## src/pkg/hprs_pkg.sv

```systemverilog
// Constants and types shared by the received packet status register bank.
// Assumes a 32-bit APB slave with one aligned word per register index.
package hprs_pkg;
  localparam int HPRS_ADDR_W = 12;
  localparam int HPRS_DATA_W = 32;
  localparam int HPRS_BYTE_W = 8;
  localparam int HPRS_ACR_W = 20;
  localparam int HPRS_IDX_W = 8;
  localparam int HPRS_IDX_LSB = 2;
  localparam int HPRS_NIB_W = 4;
  localparam int HPRS_FIELD_W = 2;
  localparam int HPRS_PAD_W = HPRS_DATA_W - HPRS_BYTE_W;
  localparam int HPRS_TOP_W = HPRS_ADDR_W - HPRS_IDX_W - HPRS_IDX_LSB;

  // Register indices; the byte address is four times the index.
  localparam logic [7:0] HPRS_IDX_TS_HIGH = 8'h7b;
  localparam logic [7:0] HPRS_IDX_TS_MID = 8'h7c;
  localparam logic [7:0] HPRS_IDX_TS_LOW_DIV_HIGH = 8'h7d;
  localparam logic [7:0] HPRS_IDX_DIV_MID = 8'h7e;
  localparam logic [7:0] HPRS_IDX_DIV_LOW = 8'h7f;
  localparam logic [7:0] HPRS_IDX_VERSION = 8'h80;
  localparam logic [7:0] HPRS_IDX_FORMAT = 8'h81;
  localparam logic [7:0] HPRS_IDX_COLOR_ASPECT = 8'h82;

  // Field positions.
  localparam int HPRS_TS_HIGH_LSB = 12;
  localparam int HPRS_TS_MID_LSB = 4;
  localparam int HPRS_TS_LOW_LSB = 0;
  localparam int HPRS_DIV_HIGH_LSB = 16;
  localparam int HPRS_DIV_MID_LSB = 8;
  localparam int HPRS_DIV_LOW_LSB = 0;
  localparam int HPRS_ENC_LSB = 5;
  localparam int HPRS_AFI_BIT = 4;
  localparam int HPRS_BAR_LSB = 2;
  localparam int HPRS_SCAN_LSB = 0;
  localparam int HPRS_COLOR_LSB = 6;
  localparam int HPRS_ASPECT_LSB = 4;

  typedef enum logic [1:0] {
    HPRS_ENC_RGB = 2'h0, HPRS_ENC_422 = 2'h1, HPRS_ENC_444 = 2'h2, HPRS_ENC_RSVD = 2'h3
  } hprs_enc_t;
  typedef enum logic [1:0] {
    HPRS_BAR_NONE = 2'h0, HPRS_BAR_HORIZ = 2'h1, HPRS_BAR_VERT = 2'h2, HPRS_BAR_BOTH = 2'h3
  } hprs_bar_t;
  typedef enum logic [1:0] {
    HPRS_SCAN_NONE = 2'h0, HPRS_SCAN_OVER = 2'h1, HPRS_SCAN_UNDER = 2'h2, HPRS_SCAN_RSVD = 2'h3
  } hprs_scan_t;
  typedef enum logic [1:0] {
    HPRS_COLOR_NONE = 2'h0, HPRS_COLOR_SD = 2'h1, HPRS_COLOR_HD = 2'h2, HPRS_COLOR_RSVD = 2'h3
  } hprs_color_t;
  typedef logic [1:0] hprs_aspect_t;
  localparam hprs_aspect_t HPRS_ASPECT_NONE = 2'h0;

  typedef struct packed {
    logic [7:0] version;
    hprs_enc_t enc;
    logic afi;
    hprs_bar_t bar;
    hprs_scan_t scan;
    hprs_color_t color;
    hprs_aspect_t aspect;
  } hprs_avi_t;

  typedef enum logic [0:0] {HPRS_ST_IDLE, HPRS_ST_ANSWER} hprs_apb_st_t;

  localparam logic [19:0] HPRS_ACR_RESET = 20'h00000;
  localparam hprs_avi_t HPRS_AVI_RESET = '{8'h00, HPRS_ENC_RGB, 1'b0, HPRS_BAR_NONE,
                                           HPRS_SCAN_NONE, HPRS_COLOR_NONE, HPRS_ASPECT_NONE};
  localparam logic [7:0] HPRS_BYTE_ZERO = 8'h00;
  localparam logic [1:0] HPRS_ALIGN_OK = 2'h0;
endpackage

```

## src/pkg/hprs_cap_if.sv

```systemverilog
// Carrier between the register front end and the capture store.
// Assumes both ends run on the same clock.
`timescale 1ns/10ps
interface hprs_cap_if;
  logic acr_load;
  logic [19:0] acr_ts_in;
  logic [19:0] acr_div_in;
  logic avi_load;
  hprs_pkg::hprs_avi_t avi_in;
  logic [19:0] ts;
  logic [19:0] div;
  hprs_pkg::hprs_avi_t avi_q;

  modport writer (
    output acr_load, acr_ts_in, acr_div_in, avi_load, avi_in,
    input ts, div, avi_q
  );
  modport store (
    input acr_load, acr_ts_in, acr_div_in, avi_load, avi_in,
    output ts, div, avi_q
  );
endinterface

```

## src/hprs_regs.sv

```systemverilog
// Read-only APB register bank showing received audio clock and video info values.
// Assumes packet decode logic on clk_sys delivers one-cycle valid strobes with data.
//
// Functional notes
// - Capture the 20-bit audio cycle time stamp and show it to software.
// - Time stamp bits 19:12 at 0x7b, 11:4 at 0x7c, 3:0 in 0x7d high nibble.
// - Capture the 20-bit audio divider value and show it to software.
// - Divider bits 19:16 in 0x7d low nibble, 15:8 at 0x7e, 7:0 at 0x7f.
// - Pixel encoding in 0x81 bits 6:5: RGB, 4:2:2 or 4:4:4.
// - Bit 4 of 0x81 is one when active format information is valid.
// - Bar information validity in 0x81 bits 3:2.
// - Scan information in 0x81 bits 1:0.
// - Colorimetry in 0x82 bits 7:6.
//
// Chosen here: the APB slave port.
`timescale 1ns/10ps
module hprs_regs (
  // Clock and reset
  input wire logic clk_sys,
  input wire logic reset,
  // APB slave
  input wire logic [11:0] paddr,
  input wire logic psel,
  input wire logic penable,
  input wire logic pwrite,
  input wire logic [31:0] pwdata,
  output logic [31:0] prdata,
  output logic pready,
  output logic pslverr,
  // Audio clock regeneration packet
  input wire logic acr_valid,
  input wire logic [19:0] acr_time_stamp,
  input wire logic [19:0] acr_divider,
  // Video info packet
  input wire logic avi_valid,
  input wire logic [7:0] avi_version,
  input wire logic [1:0] avi_pixel_encoding,
  input wire logic avi_format_present,
  input wire logic [1:0] avi_bar_info,
  input wire logic [1:0] avi_scan_info,
  input wire logic [1:0] avi_colorimetry,
  input wire logic [1:0] avi_picture_aspect
);

  // An address is mapped when word aligned, upper bits clear and index in the bank.
  function automatic logic reg_mapped(input logic [11:0] addr);
    logic [7:0] idx;
    idx = addr[hprs_pkg::HPRS_IDX_LSB +: hprs_pkg::HPRS_IDX_W];
    reg_mapped = (addr[hprs_pkg::HPRS_IDX_LSB-1:0] == hprs_pkg::HPRS_ALIGN_OK)
                 && (addr[hprs_pkg::HPRS_ADDR_W-1 -: hprs_pkg::HPRS_TOP_W] == '0)
                 && (idx >= hprs_pkg::HPRS_IDX_TS_HIGH)
                 && (idx <= hprs_pkg::HPRS_IDX_COLOR_ASPECT);
  endfunction

  // Selects the byte shown at one index; unused and reserved bits read as zero.
  function automatic logic [7:0] read_byte(
    input logic [7:0] idx,
    input logic [19:0] ts,
    input logic [19:0] div,
    input hprs_pkg::hprs_avi_t avi
  );
    logic [7:0] b;
    b = hprs_pkg::HPRS_BYTE_ZERO;
    if (idx == hprs_pkg::HPRS_IDX_TS_HIGH) begin
      b = ts[hprs_pkg::HPRS_TS_HIGH_LSB +: hprs_pkg::HPRS_BYTE_W];
    end else if (idx == hprs_pkg::HPRS_IDX_TS_MID) begin
      b = ts[hprs_pkg::HPRS_TS_MID_LSB +: hprs_pkg::HPRS_BYTE_W];
    end else if (idx == hprs_pkg::HPRS_IDX_TS_LOW_DIV_HIGH) begin
      b = {ts[hprs_pkg::HPRS_TS_LOW_LSB +: hprs_pkg::HPRS_NIB_W],
           div[hprs_pkg::HPRS_DIV_HIGH_LSB +: hprs_pkg::HPRS_NIB_W]};
    end else if (idx == hprs_pkg::HPRS_IDX_DIV_MID) begin
      b = div[hprs_pkg::HPRS_DIV_MID_LSB +: hprs_pkg::HPRS_BYTE_W];
    end else if (idx == hprs_pkg::HPRS_IDX_DIV_LOW) begin
      b = div[hprs_pkg::HPRS_DIV_LOW_LSB +: hprs_pkg::HPRS_BYTE_W];
    end else if (idx == hprs_pkg::HPRS_IDX_VERSION) begin
      b = avi.version;
    end else if (idx == hprs_pkg::HPRS_IDX_FORMAT) begin
      b[hprs_pkg::HPRS_ENC_LSB +: hprs_pkg::HPRS_FIELD_W] = avi.enc;
      b[hprs_pkg::HPRS_AFI_BIT] = avi.afi;
      b[hprs_pkg::HPRS_BAR_LSB +: hprs_pkg::HPRS_FIELD_W] = avi.bar;
      b[hprs_pkg::HPRS_SCAN_LSB +: hprs_pkg::HPRS_FIELD_W] = avi.scan;
    end else if (idx == hprs_pkg::HPRS_IDX_COLOR_ASPECT) begin
      b[hprs_pkg::HPRS_COLOR_LSB +: hprs_pkg::HPRS_FIELD_W] = avi.color;
      b[hprs_pkg::HPRS_ASPECT_LSB +: hprs_pkg::HPRS_FIELD_W] = avi.aspect;
    end
    read_byte = b;
  endfunction

  hprs_cap_if cap ();

  hprs_capture u_capture (
    .clk_sys(clk_sys),
    .reset(reset),
    .cap(cap)
  );

  // Receiver fields arrive on clk_sys, so they feed the store without synchronisers.
  assign cap.acr_load = acr_valid;
  assign cap.acr_ts_in = acr_time_stamp;
  assign cap.acr_div_in = acr_divider;
  assign cap.avi_load = avi_valid;
  assign cap.avi_in.version = avi_version;
  assign cap.avi_in.enc = hprs_pkg::hprs_enc_t'(avi_pixel_encoding);
  assign cap.avi_in.afi = avi_format_present;
  assign cap.avi_in.bar = hprs_pkg::hprs_bar_t'(avi_bar_info);
  assign cap.avi_in.scan = hprs_pkg::hprs_scan_t'(avi_scan_info);
  assign cap.avi_in.color = hprs_pkg::hprs_color_t'(avi_colorimetry);
  assign cap.avi_in.aspect = avi_picture_aspect;

  // Bus decode.
  logic [7:0] idx_w;
  logic mapped_w;
  logic access_w;
  logic [7:0] byte_w;
  logic [31:0] rd_word_w;
  logic err_w;

  assign idx_w = paddr[hprs_pkg::HPRS_IDX_LSB +: hprs_pkg::HPRS_IDX_W];
  assign mapped_w = reg_mapped(paddr);
  assign access_w = psel && penable && !pready;
  assign byte_w = read_byte(idx_w, cap.ts, cap.div, cap.avi_q);
  // Writes to mapped registers are answered without error but change nothing.
  assign rd_word_w = (mapped_w && !pwrite) ? {{hprs_pkg::HPRS_PAD_W{1'b0}}, byte_w}
                                           : '0;
  assign err_w = !mapped_w;

  // Slave answers one cycle into the access phase, with data from flip-flops.
  hprs_pkg::hprs_apb_st_t state;
  hprs_pkg::hprs_apb_st_t next_state;
  logic next_pready;
  logic [31:0] next_prdata;
  logic next_pslverr;

  always_comb begin
    next_state = state;
    next_pready = 1'b0;
    next_prdata = '0;
    next_pslverr = 1'b0;
    case (state)
      hprs_pkg::HPRS_ST_IDLE: begin
        if (access_w) begin
          next_state = hprs_pkg::HPRS_ST_ANSWER;
          next_pready = 1'b1;
          next_prdata = rd_word_w;
          next_pslverr = err_w;
        end
      end
      hprs_pkg::HPRS_ST_ANSWER: begin
        next_state = hprs_pkg::HPRS_ST_IDLE;
      end
      default: begin
        next_state = hprs_pkg::HPRS_ST_IDLE;
      end
    endcase
  end

  always_ff @(posedge clk_sys or posedge reset) begin
    if (reset) begin
      state <= hprs_pkg::HPRS_ST_IDLE;
      pready <= 1'b0;
      prdata <= '0;
      pslverr <= 1'b0;
    end else begin
      state <= next_state;
      pready <= next_pready;
      prdata <= next_prdata;
      pslverr <= next_pslverr;
    end
  end

  // Multi-byte values are not latched per read, so a packet between reads can tear them.

  // Checks.
  logic [7:0] exp_ts_high;
  logic [7:0] exp_ts_mid;
  logic [7:0] exp_mixed;
  logic [7:0] exp_div_mid;
  logic [7:0] exp_div_low;

  assign exp_ts_high = cap.ts[19:12];
  assign exp_ts_mid = cap.ts[11:4];
  assign exp_mixed = {cap.ts[3:0], cap.div[19:16]};
  assign exp_div_mid = cap.div[15:8];
  assign exp_div_low = cap.div[7:0];
endmodule

```

## src/hprs_capture.sv

```systemverilog
// Holds the latest audio clock regeneration values and video info fields.
// Assumes load strobes are one-cycle pulses on clk_sys with data valid alongside.
`timescale 1ns/10ps
module hprs_capture (
  // Clock and reset
  input wire logic clk_sys,
  input wire logic reset,
  // Capture carrier
  hprs_cap_if.store cap
);

  // Each packet overwrites the previous one whole, so fields of one packet stay together.
  always_ff @(posedge clk_sys or posedge reset) begin
    if (reset) begin
      cap.ts <= hprs_pkg::HPRS_ACR_RESET;
      cap.div <= hprs_pkg::HPRS_ACR_RESET;
    end else if (cap.acr_load) begin
      cap.ts <= cap.acr_ts_in;
      cap.div <= cap.acr_div_in;
    end
  end

  always_ff @(posedge clk_sys or posedge reset) begin
    if (reset) begin
      cap.avi_q <= hprs_pkg::HPRS_AVI_RESET;
    end else if (cap.avi_load) begin
      cap.avi_q <= cap.avi_in;
    end
  end

endmodule

```

## config.mk

```make
export PLATFORM = sky130hd
export DESIGN_NAME = hprs_regs
export DESIGN_NICKNAME = d
export VERILOG_FILES = /design/src/pkg/hprs_pkg.sv /design/src/pkg/hprs_cap_if.sv /design/src/hprs_regs.sv /design/src/hprs_capture.sv
export SDC_FILE = /design/constraint.sdc
export NUM_CORES = 1
export LEC_CHECK = 0
export ABC_AREA = 1
export BUFFER_PORTS_ARGS = -buffer_cell sky130_fd_sc_hd__buf_2
export CORE_ASPECT_RATIO = 0.6
export CORE_UTILIZATION = 52
export CTS_CLUSTER_DIAMETER = 100
export DETAILED_ROUTE_END_ITERATION = 10
export PLACE_DENSITY_LB_ADDON = 0.25
export SETUP_SLACK_MARGIN = 0.1
export SLEW_MARGIN = 20
export SYNTH_ARGS = -nofsm -noshare
export SYNTH_HDL_FRONTEND = slang
export SYNTH_SLANG_ARGS = --single-unit
```

## constraint.sdc

```tcl
create_clock -name clk_sys -period 5.15 [get_ports clk_sys]
set_clock_uncertainty 0.1 [all_clocks]
set_input_delay 0.7725 -clock clk_sys [delete_from_list [all_inputs] [get_ports clk_sys]]
set_output_delay 0.7725 -clock clk_sys [all_outputs]
set_load 0.005 [all_outputs]
```

* Word-level counts from Yosys, hierarchy flattened
Index checks and enable logic that the tools add are counted.
** Cells by class
- Equal/unequal tests :: 8
- $lt $le $gt $ge :: 2
- Muxes and demuxes :: 18
- Bitwise gates (word level) :: 1
- Reduce and logical (&&, ||, !) cells :: 11
** Operators with widths (number)
- 8-bit two-way mux :: 9
- 8-bit by 7-bit == test with 1-bit output, second input constant :: 5
- 8-bit == test, second input constant :: 3
- 8-bit by 7-bit greater-or-equal comparator with 1-bit output, second input constant :: 1
- 8-bit less-or-equal comparator, second input constant :: 1
- 4-bit two-way mux :: 2
- 1-bit logical AND :: 6
- 1-bit two-way mux :: 5
- 2-bit zero test :: 2
- 1-bit zero test :: 3
- 3-bit two-way mux :: 1
- 1-bit case mux with 2 select lines :: 1
- 1-bit inverter :: 1
** Storage, ports and cells
- Output and inout bits :: 34
- Bits of input ports :: 110
- Bits in registers :: 94
- Word-level logic and storage cells :: 53

* Longest topological paths before layout
Gate-level depths: netlist of the first run.
- Depth in word-level cells :: 12
- Gate-level depth with buffers :: 10
- Mapped depth without buffers :: 10

* Hierarchy
A second synthesis of the first run with hierarchy kept.
** Unflattened totals
- Cells, all modules :: 459
- Area, all modules :: 3563.4 um^2
** By module, submodules not included
- hprs_capture :: sequential area each 1476.4 um^2, cells each 251, area an instance 2342.2 um^2, times used 1
- hprs_regs :: sequential area each 250.2 um^2, cells each 208, area an instance 1221.2 um^2, times used 1

* Worst setup path after synthesis of the first run
OpenSTA, ideal clock, no wires.
- Kind :: input to register
- Start point :: in paddr[6]
- End point :: reg prdata[1]
- Buffers on the path :: 1
- Arrival time :: 1.704 ns
- Required time :: 4.937 ns
- Cell stages on the path :: 10
- Library setup time :: 0.113 ns
- Path slack :: 3.233 ns
- Cell sequence :: nand2_1 nor3_4 nand2_4 nor2_4 inv_2 buf_6 nor2_1 nor2_1 nand2_1 inv_1
** Between the ends
- Word-level cells in the longest chain between the ends :: 11
- Elaborated cells on any way between the ends :: 22
- Those cells by class :: 2 x order compare; 7 x eq/ne; 10 x mux; 3 x reduce/logical
** RTL lines
- start, declared :: line hprs_regs.sv:22 : input wire logic [11:0] paddr,
- 8-bit == test :: line hprs_regs.sv:77 : end else if (idx == hprs_pkg::HPRS_IDX_FORMAT) begin
- 4-bit two-way mux :: line hprs_regs.sv:77
- 8-bit two-way mux :: line hprs_regs.sv:75 : end else if (idx == hprs_pkg::HPRS_IDX_VERSION) begin
- 8-bit two-way mux :: line hprs_regs.sv:73 : end else if (idx == hprs_pkg::HPRS_IDX_DIV_LOW) begin
- 8-bit two-way mux :: line hprs_regs.sv:71 : end else if (idx == hprs_pkg::HPRS_IDX_DIV_MID) begin
- 8-bit two-way mux :: line hprs_regs.sv:68 : end else if (idx == hprs_pkg::HPRS_IDX_TS_LOW_DIV_HIGH) begin
- 8-bit two-way mux :: line hprs_regs.sv:66 : end else if (idx == hprs_pkg::HPRS_IDX_TS_MID) begin
- 8-bit two-way mux :: line hprs_regs.sv:64 : if (idx == hprs_pkg::HPRS_IDX_TS_HIGH) begin
- 8-bit two-way mux * :: line hprs_regs.sv:123 : assign rd_word_w = (mapped_w && !pwrite) ? {{hprs_pkg::HPRS_PAD_W{1'b0}}, byte_w}
- 8-bit two-way mux * :: line hprs_regs.sv:141 : if (access_w) begin
- 8-bit two-way mux * :: line hprs_regs.sv:139 : case (state)
- net next_prdata[1] :: line hprs_regs.sv:131 : logic [31:0] next_prdata;
- end signal, assigned :: line hprs_regs.sv:166 : prdata <= next_prdata;
- end, declared :: line hprs_regs.sv:27 : output logic [31:0] prdata,
The timed path passes the listed nets; every way through them passes the cells marked *.
A chain may end at the register's enable or synchronous reset.

* Final worst setup path of the first run
- Start point :: in paddr[8]
- End point :: reg prdata[1]
Same word-level chain as after synthesis.

==> impl_metrics.ini, run 1 <==
[yosys]
ys.flop_type = dfrtp_1
syn-cell-area_sq_um = 3420
synth_compound_gate_area_share = 0.04501
netlist_instances = 371
synth_cell_type_count = 25
yosys_warnings = 0
yosys.area_share.simple = 0.2122
synthXorXnorAreaFrac = 0
synth_area_per_cell_sq_um = 9.217
synth-edff-count = 0
synth_seq_cells = 69
synth_mux_area_frac = 0.1284
synth_top_family_by_area = simple AND/OR/NAND/NOR gates
synth-adder-area-share = 0
synth-seq-area-share = 0.5049
async_flop_share = 1.000

[job]
cap_violations = 0

[worst_hold_path]
worstHoldPathType = reg2reg
hp-start = pready
holdPathStages = 1
hold_end = pready

[sta]
worst_pin_slew_ps = 991.3
final_hold_viol_count = 0
relSlewSlack = 0.3391
setup_ws_ps = 2979
fin_crit_sh = 0.4215
rsz0062_at_grt = false
fin_tns_setup_ps = 0
setup_viol = 0
fin_crit_ps = 2171
slew_violations = 0
fmax_ghz = 0.4607

[pwr]
power_frac_clock = 0.397
total_leakage_power_nw = 2.084
switchingPower_w = 0.0002922
power_frac_seq = 0.497
swShare = 0.2387
p_int_w = 0.0009317
p_comb_frac = 0.106
finalPower_w = 0.001224
ir_worst_vdd_v = 0.0001964
power.density_nw_per_um2 = 302.2

[global_route]
grt_pass1_vias = 2639
grt_pass1_wl_mm = 12.32
grt-ovfl-total = 0
grt_max_degree = 70
antenna_found_initial = 0
grt_util_all_layers = 0.2365

[detailed_routing]
num_vias = 2716
drtPass1Iterations = 5
viasPerCell = 4.956
drt-total-wl_mm = 7.314
drc = 0
ant_nets = 0
avgRoutedWirePerCell_microns = 13.35
drt_iter0_drc = 111

[finish]
seq_area_sq_um = 1727
n_antenna_cell = 0
mostFrequentLayoutCell = buf_2
syn2layout_area_growth_pct = 18.44
final_nets = 569
finalInstanceArea_sq_um = 4050
multiInputGateArea_sq_um = 1409
finalCoreUtilization = 0.6510
final_cell_mix = 87 x buf_2, 69 x dfrtp_1, 61 x nand2_1, 46 x nor2_1, 39 x mux2_2
fillerInstances = 537
final_layout_size_suffix_gt1_frac = 0.3362

[critical_path]
arrival_ps = 2360
critPathMaxStageDelay_ps = 700
critical_path.top_delay_family = simple AND/OR/NAND/NOR gates
path_class = in2reg
reg2reg_depth = 7
required_ps = 5340
cpMaxStageDelayCell = nor2_1
path_max_fanout = 15
rrSetupSlack_ps = 3590
r2r-end = prdata[2]
crit_buf_inv = 3
end_kind = flip-flop
path_cells = buf_2, inv_2, nand2_1, nor2_1, nand4_1, nand3_1, nor2_1, nand3b_1, nand2_1, inv_1
r2r-start = pready
critPathLaunchType = primary input

[cts]
clkTransAtPathRegs_ps = 70
clock_latency_ps = 340
cts_resized = 0
h-tree-depth = 3
hold_buffers = 0
cts_buffers = 9
cts.sinks = 69
cts_tree = done
cts-root-buf = clkbuf_8
cts_setup_buffers = 0
cts_buffer_depth = 2

[place]
port_buffers = 87
place_hpwl_mm = 5.376
gp_congestion = 0.8489
pre_cts_slack_ps = 2688
dpl_cell_area_sq_um = 3826

[die]
die_height_microns = 64.82
core_area_sq_um = 6221
ioPinCount = 144
dieArea_sq_um = 6915
dieWidth_microns = 106.7
start_util = 0.5497
row_count = 22

[outcome]
status = complete, no violations
## state kept, by name, indices dropped and copies added, names as in the netlist
register             cells
u_capture.cap.div       20
pready                   1
pslverr                  1
u_capture.cap.ts        20
u_capture.cap.avi_q     19
prdata                   8
## power by group through the flow
stage	Combinational, W	Sequential, W	Clock (W)
4_1_cts	0.000131	0.000608	0.000494
5_1_grt	0.000148	0.000613	0.000524
6_report	0.000130	0.000608	0.000486
3_3_place_gp	0.000125	0.000617	0
3_5_place_dp	0.000130	0.000619	0
2_1_floorplan	0.0000939	0.000611	0
## worst max path at each step
stage / start / endpoint / slack, ps / cells past startpoint
after global placement: paddr[8] / prdata[1] / 2720 / 10
after floorplan: reset / prdata[0] / 2540 / 1
final: paddr[8] / prdata[1] / 2980 / 10
after CTS: paddr[8] / prdata[1] / 3040 / 10
after global routing: paddr[8] / prdata[1] / 2830 / 10
after detailed placement: paddr[8] / prdata[1] / 2690 / 10
## cell usage after synthesis (2+ instances only)
library cell	n	share of area
dfrtp_1	69	0.50
inv_1	36	0.040
buf_4	24	0.053
buf_2	2	0.0029
nor2_2	3	0.0055
mux2_2	39	0.13
inv_2	2	0.0022
o21ai_0	28	0.041
clkbuf_1	6	0.0066
nor2_1	46	0.050
nand4_1	10	0.018
nand3_1	30	0.044
nand3b_1	4	0.0088
nand2_1	61	0.067
## logic make-up after synthesis
kind of cell	after synthesis
flops	69
mux	39
other cells	1
compound gates	30
simple gates	160
buf+inv	72
## per-stage QoR
stage	instances	hold slack, ps
finish	548	334.9
CTS	548	338.0
floorplan	394	335.8
detailed placement	532	328.8
global route	548	364.0
global placement	532	315.8
## final cells by class
type / instances / share of cell area
Sequential cell: 69 / 0.4263
Multi-Input combinational cell: 253 / 0.3479
Timing Repair Buffer: 88 / 0.1094
Inverter: 38 / 0.03522
Clock buffer: 10 / 0.03398
Tap cell: 84 / 0.02595
Clock inverter: 6 / 0.02132
## layer usage
metal / up-vias / GRT usage / wire (microns)
met2: 109 / 0.3476 / 3097
li1: 1331 / - / -
met4: 0 / 0.06678 / 77
met1: 1266 / 0.3472 / 3656
met5: - / 0 / 0
met3: 10 / 0.05936 / 482
Power figures use the tool's default switching activity.
==> inputs of run 2 (changes only) <==
- CORE_UTILIZATION: 52 -> 48
- clock period: 5.15 -> 2 ns (I/O delays scaled with it)
==> run 2 against run 1 <==
  * The run now ends with DRC left
  * Wire length rose by 5.6%
  * Via count rose by 2.4%
  * Sequential power rose to 2.6 times the previous value
  * Clock-buffer cell count did not move
  * Utilization fell by 2.2 points
  * Worst setup slack got worse by 2500 ps
  * First-iteration DRC count rose by 32%
  * Largest power group is now clock
  * Combinational power rose to 2.7 times the previous value
  * Non-clock buffer count rose by 12
  * Clock power rose to 3.5 times the previous value
==> impl_metrics.ini, run 2 (synthesis gave the netlist of run 1 again) <==
[sta]
final_hold_viol_count = 0
worst_pin_slew_ps = 620.9
relSlewSlack = 0.5852
fin_crit_sh = 0.7741
fin_crit_ps = 1548
rsz0062_at_grt = false
setup_viol = 0
fmax_ghz = 0.6459
setup_ws_ps = 451.8
slew_violations = 0
fin_tns_setup_ps = 0

[critical_path]
required_ps = 2170
rrSetupSlack_ps = 520
arrival_ps = 1720
end_kind = flip-flop
path_class = in2reg
path_max_fanout = 4
critPathLaunchType = primary input
reg2reg_depth = 7

[cts]
cts_buffers = 9
cts-root-buf = clkbuf_16
clkTransAtPathRegs_ps = 60
cts_tree = done
h-tree-depth = 3
cts.sinks = 69
cts_buffer_depth = 2
clock_latency_ps = 330
cts_resized = 0

[pwr]
swShare = 0.2257
ir_worst_vdd_v = 0.0004463
switchingPower_w = 0.0008177
power_frac_clock = 0.469
p_int_w = 0.002806
p_comb_frac = 0.098
power_frac_seq = 0.433
total_leakage_power_nw = 2.193
power.density_nw_per_um2 = 847.6

[finish]
multiInputGateArea_sq_um = 1409
final_nets = 581
fillerInstances = 590
seq_area_sq_um = 1727
reg_top3 = u_capture.cap.div x20, u_capture.cap.ts x20, u_capture.cap.avi_q x19
final_cell_mix = 87 x buf_2, 69 x dfrtp_1, 61 x nand2_1, 46 x nor2_1, 39 x mux2_2
n_antenna_cell = 0
final_layout_size_suffix_gt1_frac = 0.3495
syn2layout_area_growth_pct = 25.03
mostFrequentLayoutCell = buf_2

[detailed_routing]
avgRoutedWirePerCell_microns = 13.74
drc = 20
ant_nets = 0
drt_iter0_drc = 147
drtPass1Iterations = 8
num_vias = 2782
viasPerCell = 4.950
drt-total-wl_mm = 7.724

[global_route]
antenna_found_initial = 0
grt_util_all_layers = 0.2282
grt_pass1_wl_mm = 12.74
grt_max_degree = 34
grt_pass1_vias = 2699
grt-ovfl-total = 0

[die]
core_area_sq_um = 6792
ioPinCount = 144
start_util = 0.5035
die_height_microns = 67.38
dieWidth_microns = 111.0
dieArea_sq_um = 7477
row_count = 23

[outcome]
status = finished, violations left
violations = DRC

[place]
port_buffers = 87
gp_congestion = 0.8618
pre_cts_slack_ps = 174.8
place_hpwl_mm = 6.080

[worst_hold_path]
holdPathStages = 3
worstHoldPathType = in2reg

[job]
cap_violations = 0
-- run 2: final cells by class --
type	count	area share
clock buffers	10	0.05590
clock inverters	5	0.01990
inverters	38	0.03424
multi-input cells	253	0.3295
flip-flops and latches	69	0.4039
well taps	87	0.02546
repair buffers	100	0.1311
-- run 2: critical path, stage by stage --
cell and delay (ps):
buf_2 140, nor2_2 200, nand2_1 80, nor2_1 230, nor2_1 90, nor2_2 110
nand3_1 250, nor2_1 170, nand2_1 90, inv_1 50
-- run 2: power by group through the flow --
stage                     Clock [W]  Sequential [W]  Combinational (W)
after detailed placement          0         0.00159           0.000356
final                       0.00170         0.00157           0.000354
after global placement            0         0.00159           0.000342
after global routing        0.00179         0.00158           0.000402
after floorplan                   0         0.00157           0.000242
after CTS                   0.00172         0.00157           0.000359
-- run 2: path summary, 6_finish.rpt --
| kind | start | to |
|---|---|---|
| worst max-delay path | paddr[4] | prdata[3] |
| worst min-delay path | avi_version[4] | u_capture.cap.avi_q[15] |
| worst max register to register | pready | prdata[3] |
| worst min register to register | pready | pready |
| max in group asynchronous | reset | u_capture.cap.avi_q[17] |
| min in group asynchronous | reset | pslverr |
-- run 2: metal layers --
| metal | track usage | up-vias | wire [microns] |
|---|---|---|---|
| li1 | - | 1354 | - |
| met1 | 0.3060 | 1310 | 3714 |
| met2 | 0.3483 | 103 | 3337 |
| met3 | 0.06284 | 15 | 531 |
| met4 | 0.1096 | 0 | 141 |
| met5 | 0 | - | 0 |
-- run 2: timing repair --
item                       CTS  global route
hold buffers                 1             0
setup buffers                0             0
setup endpoints to repair    0             0
hold endpoints to repair    26             0
-- run 2: stage by stage --
step	area (sq um)	power [W]	hold slack, ps	cells	utilization
2_1_floorplan	3510	0.001816	316.8	394	-
5_1_grt	4275	0.003776	91.46	562	0.6295
3_3_place_gp	3941	0.001930	306.6	546	0.5803
6_report	4275	0.003624	76.29	562	0.6295
3_5_place_dp	3941	0.001950	319.3	546	0.5803
4_1_cts	4275	0.003650	76.69	562	0.6295
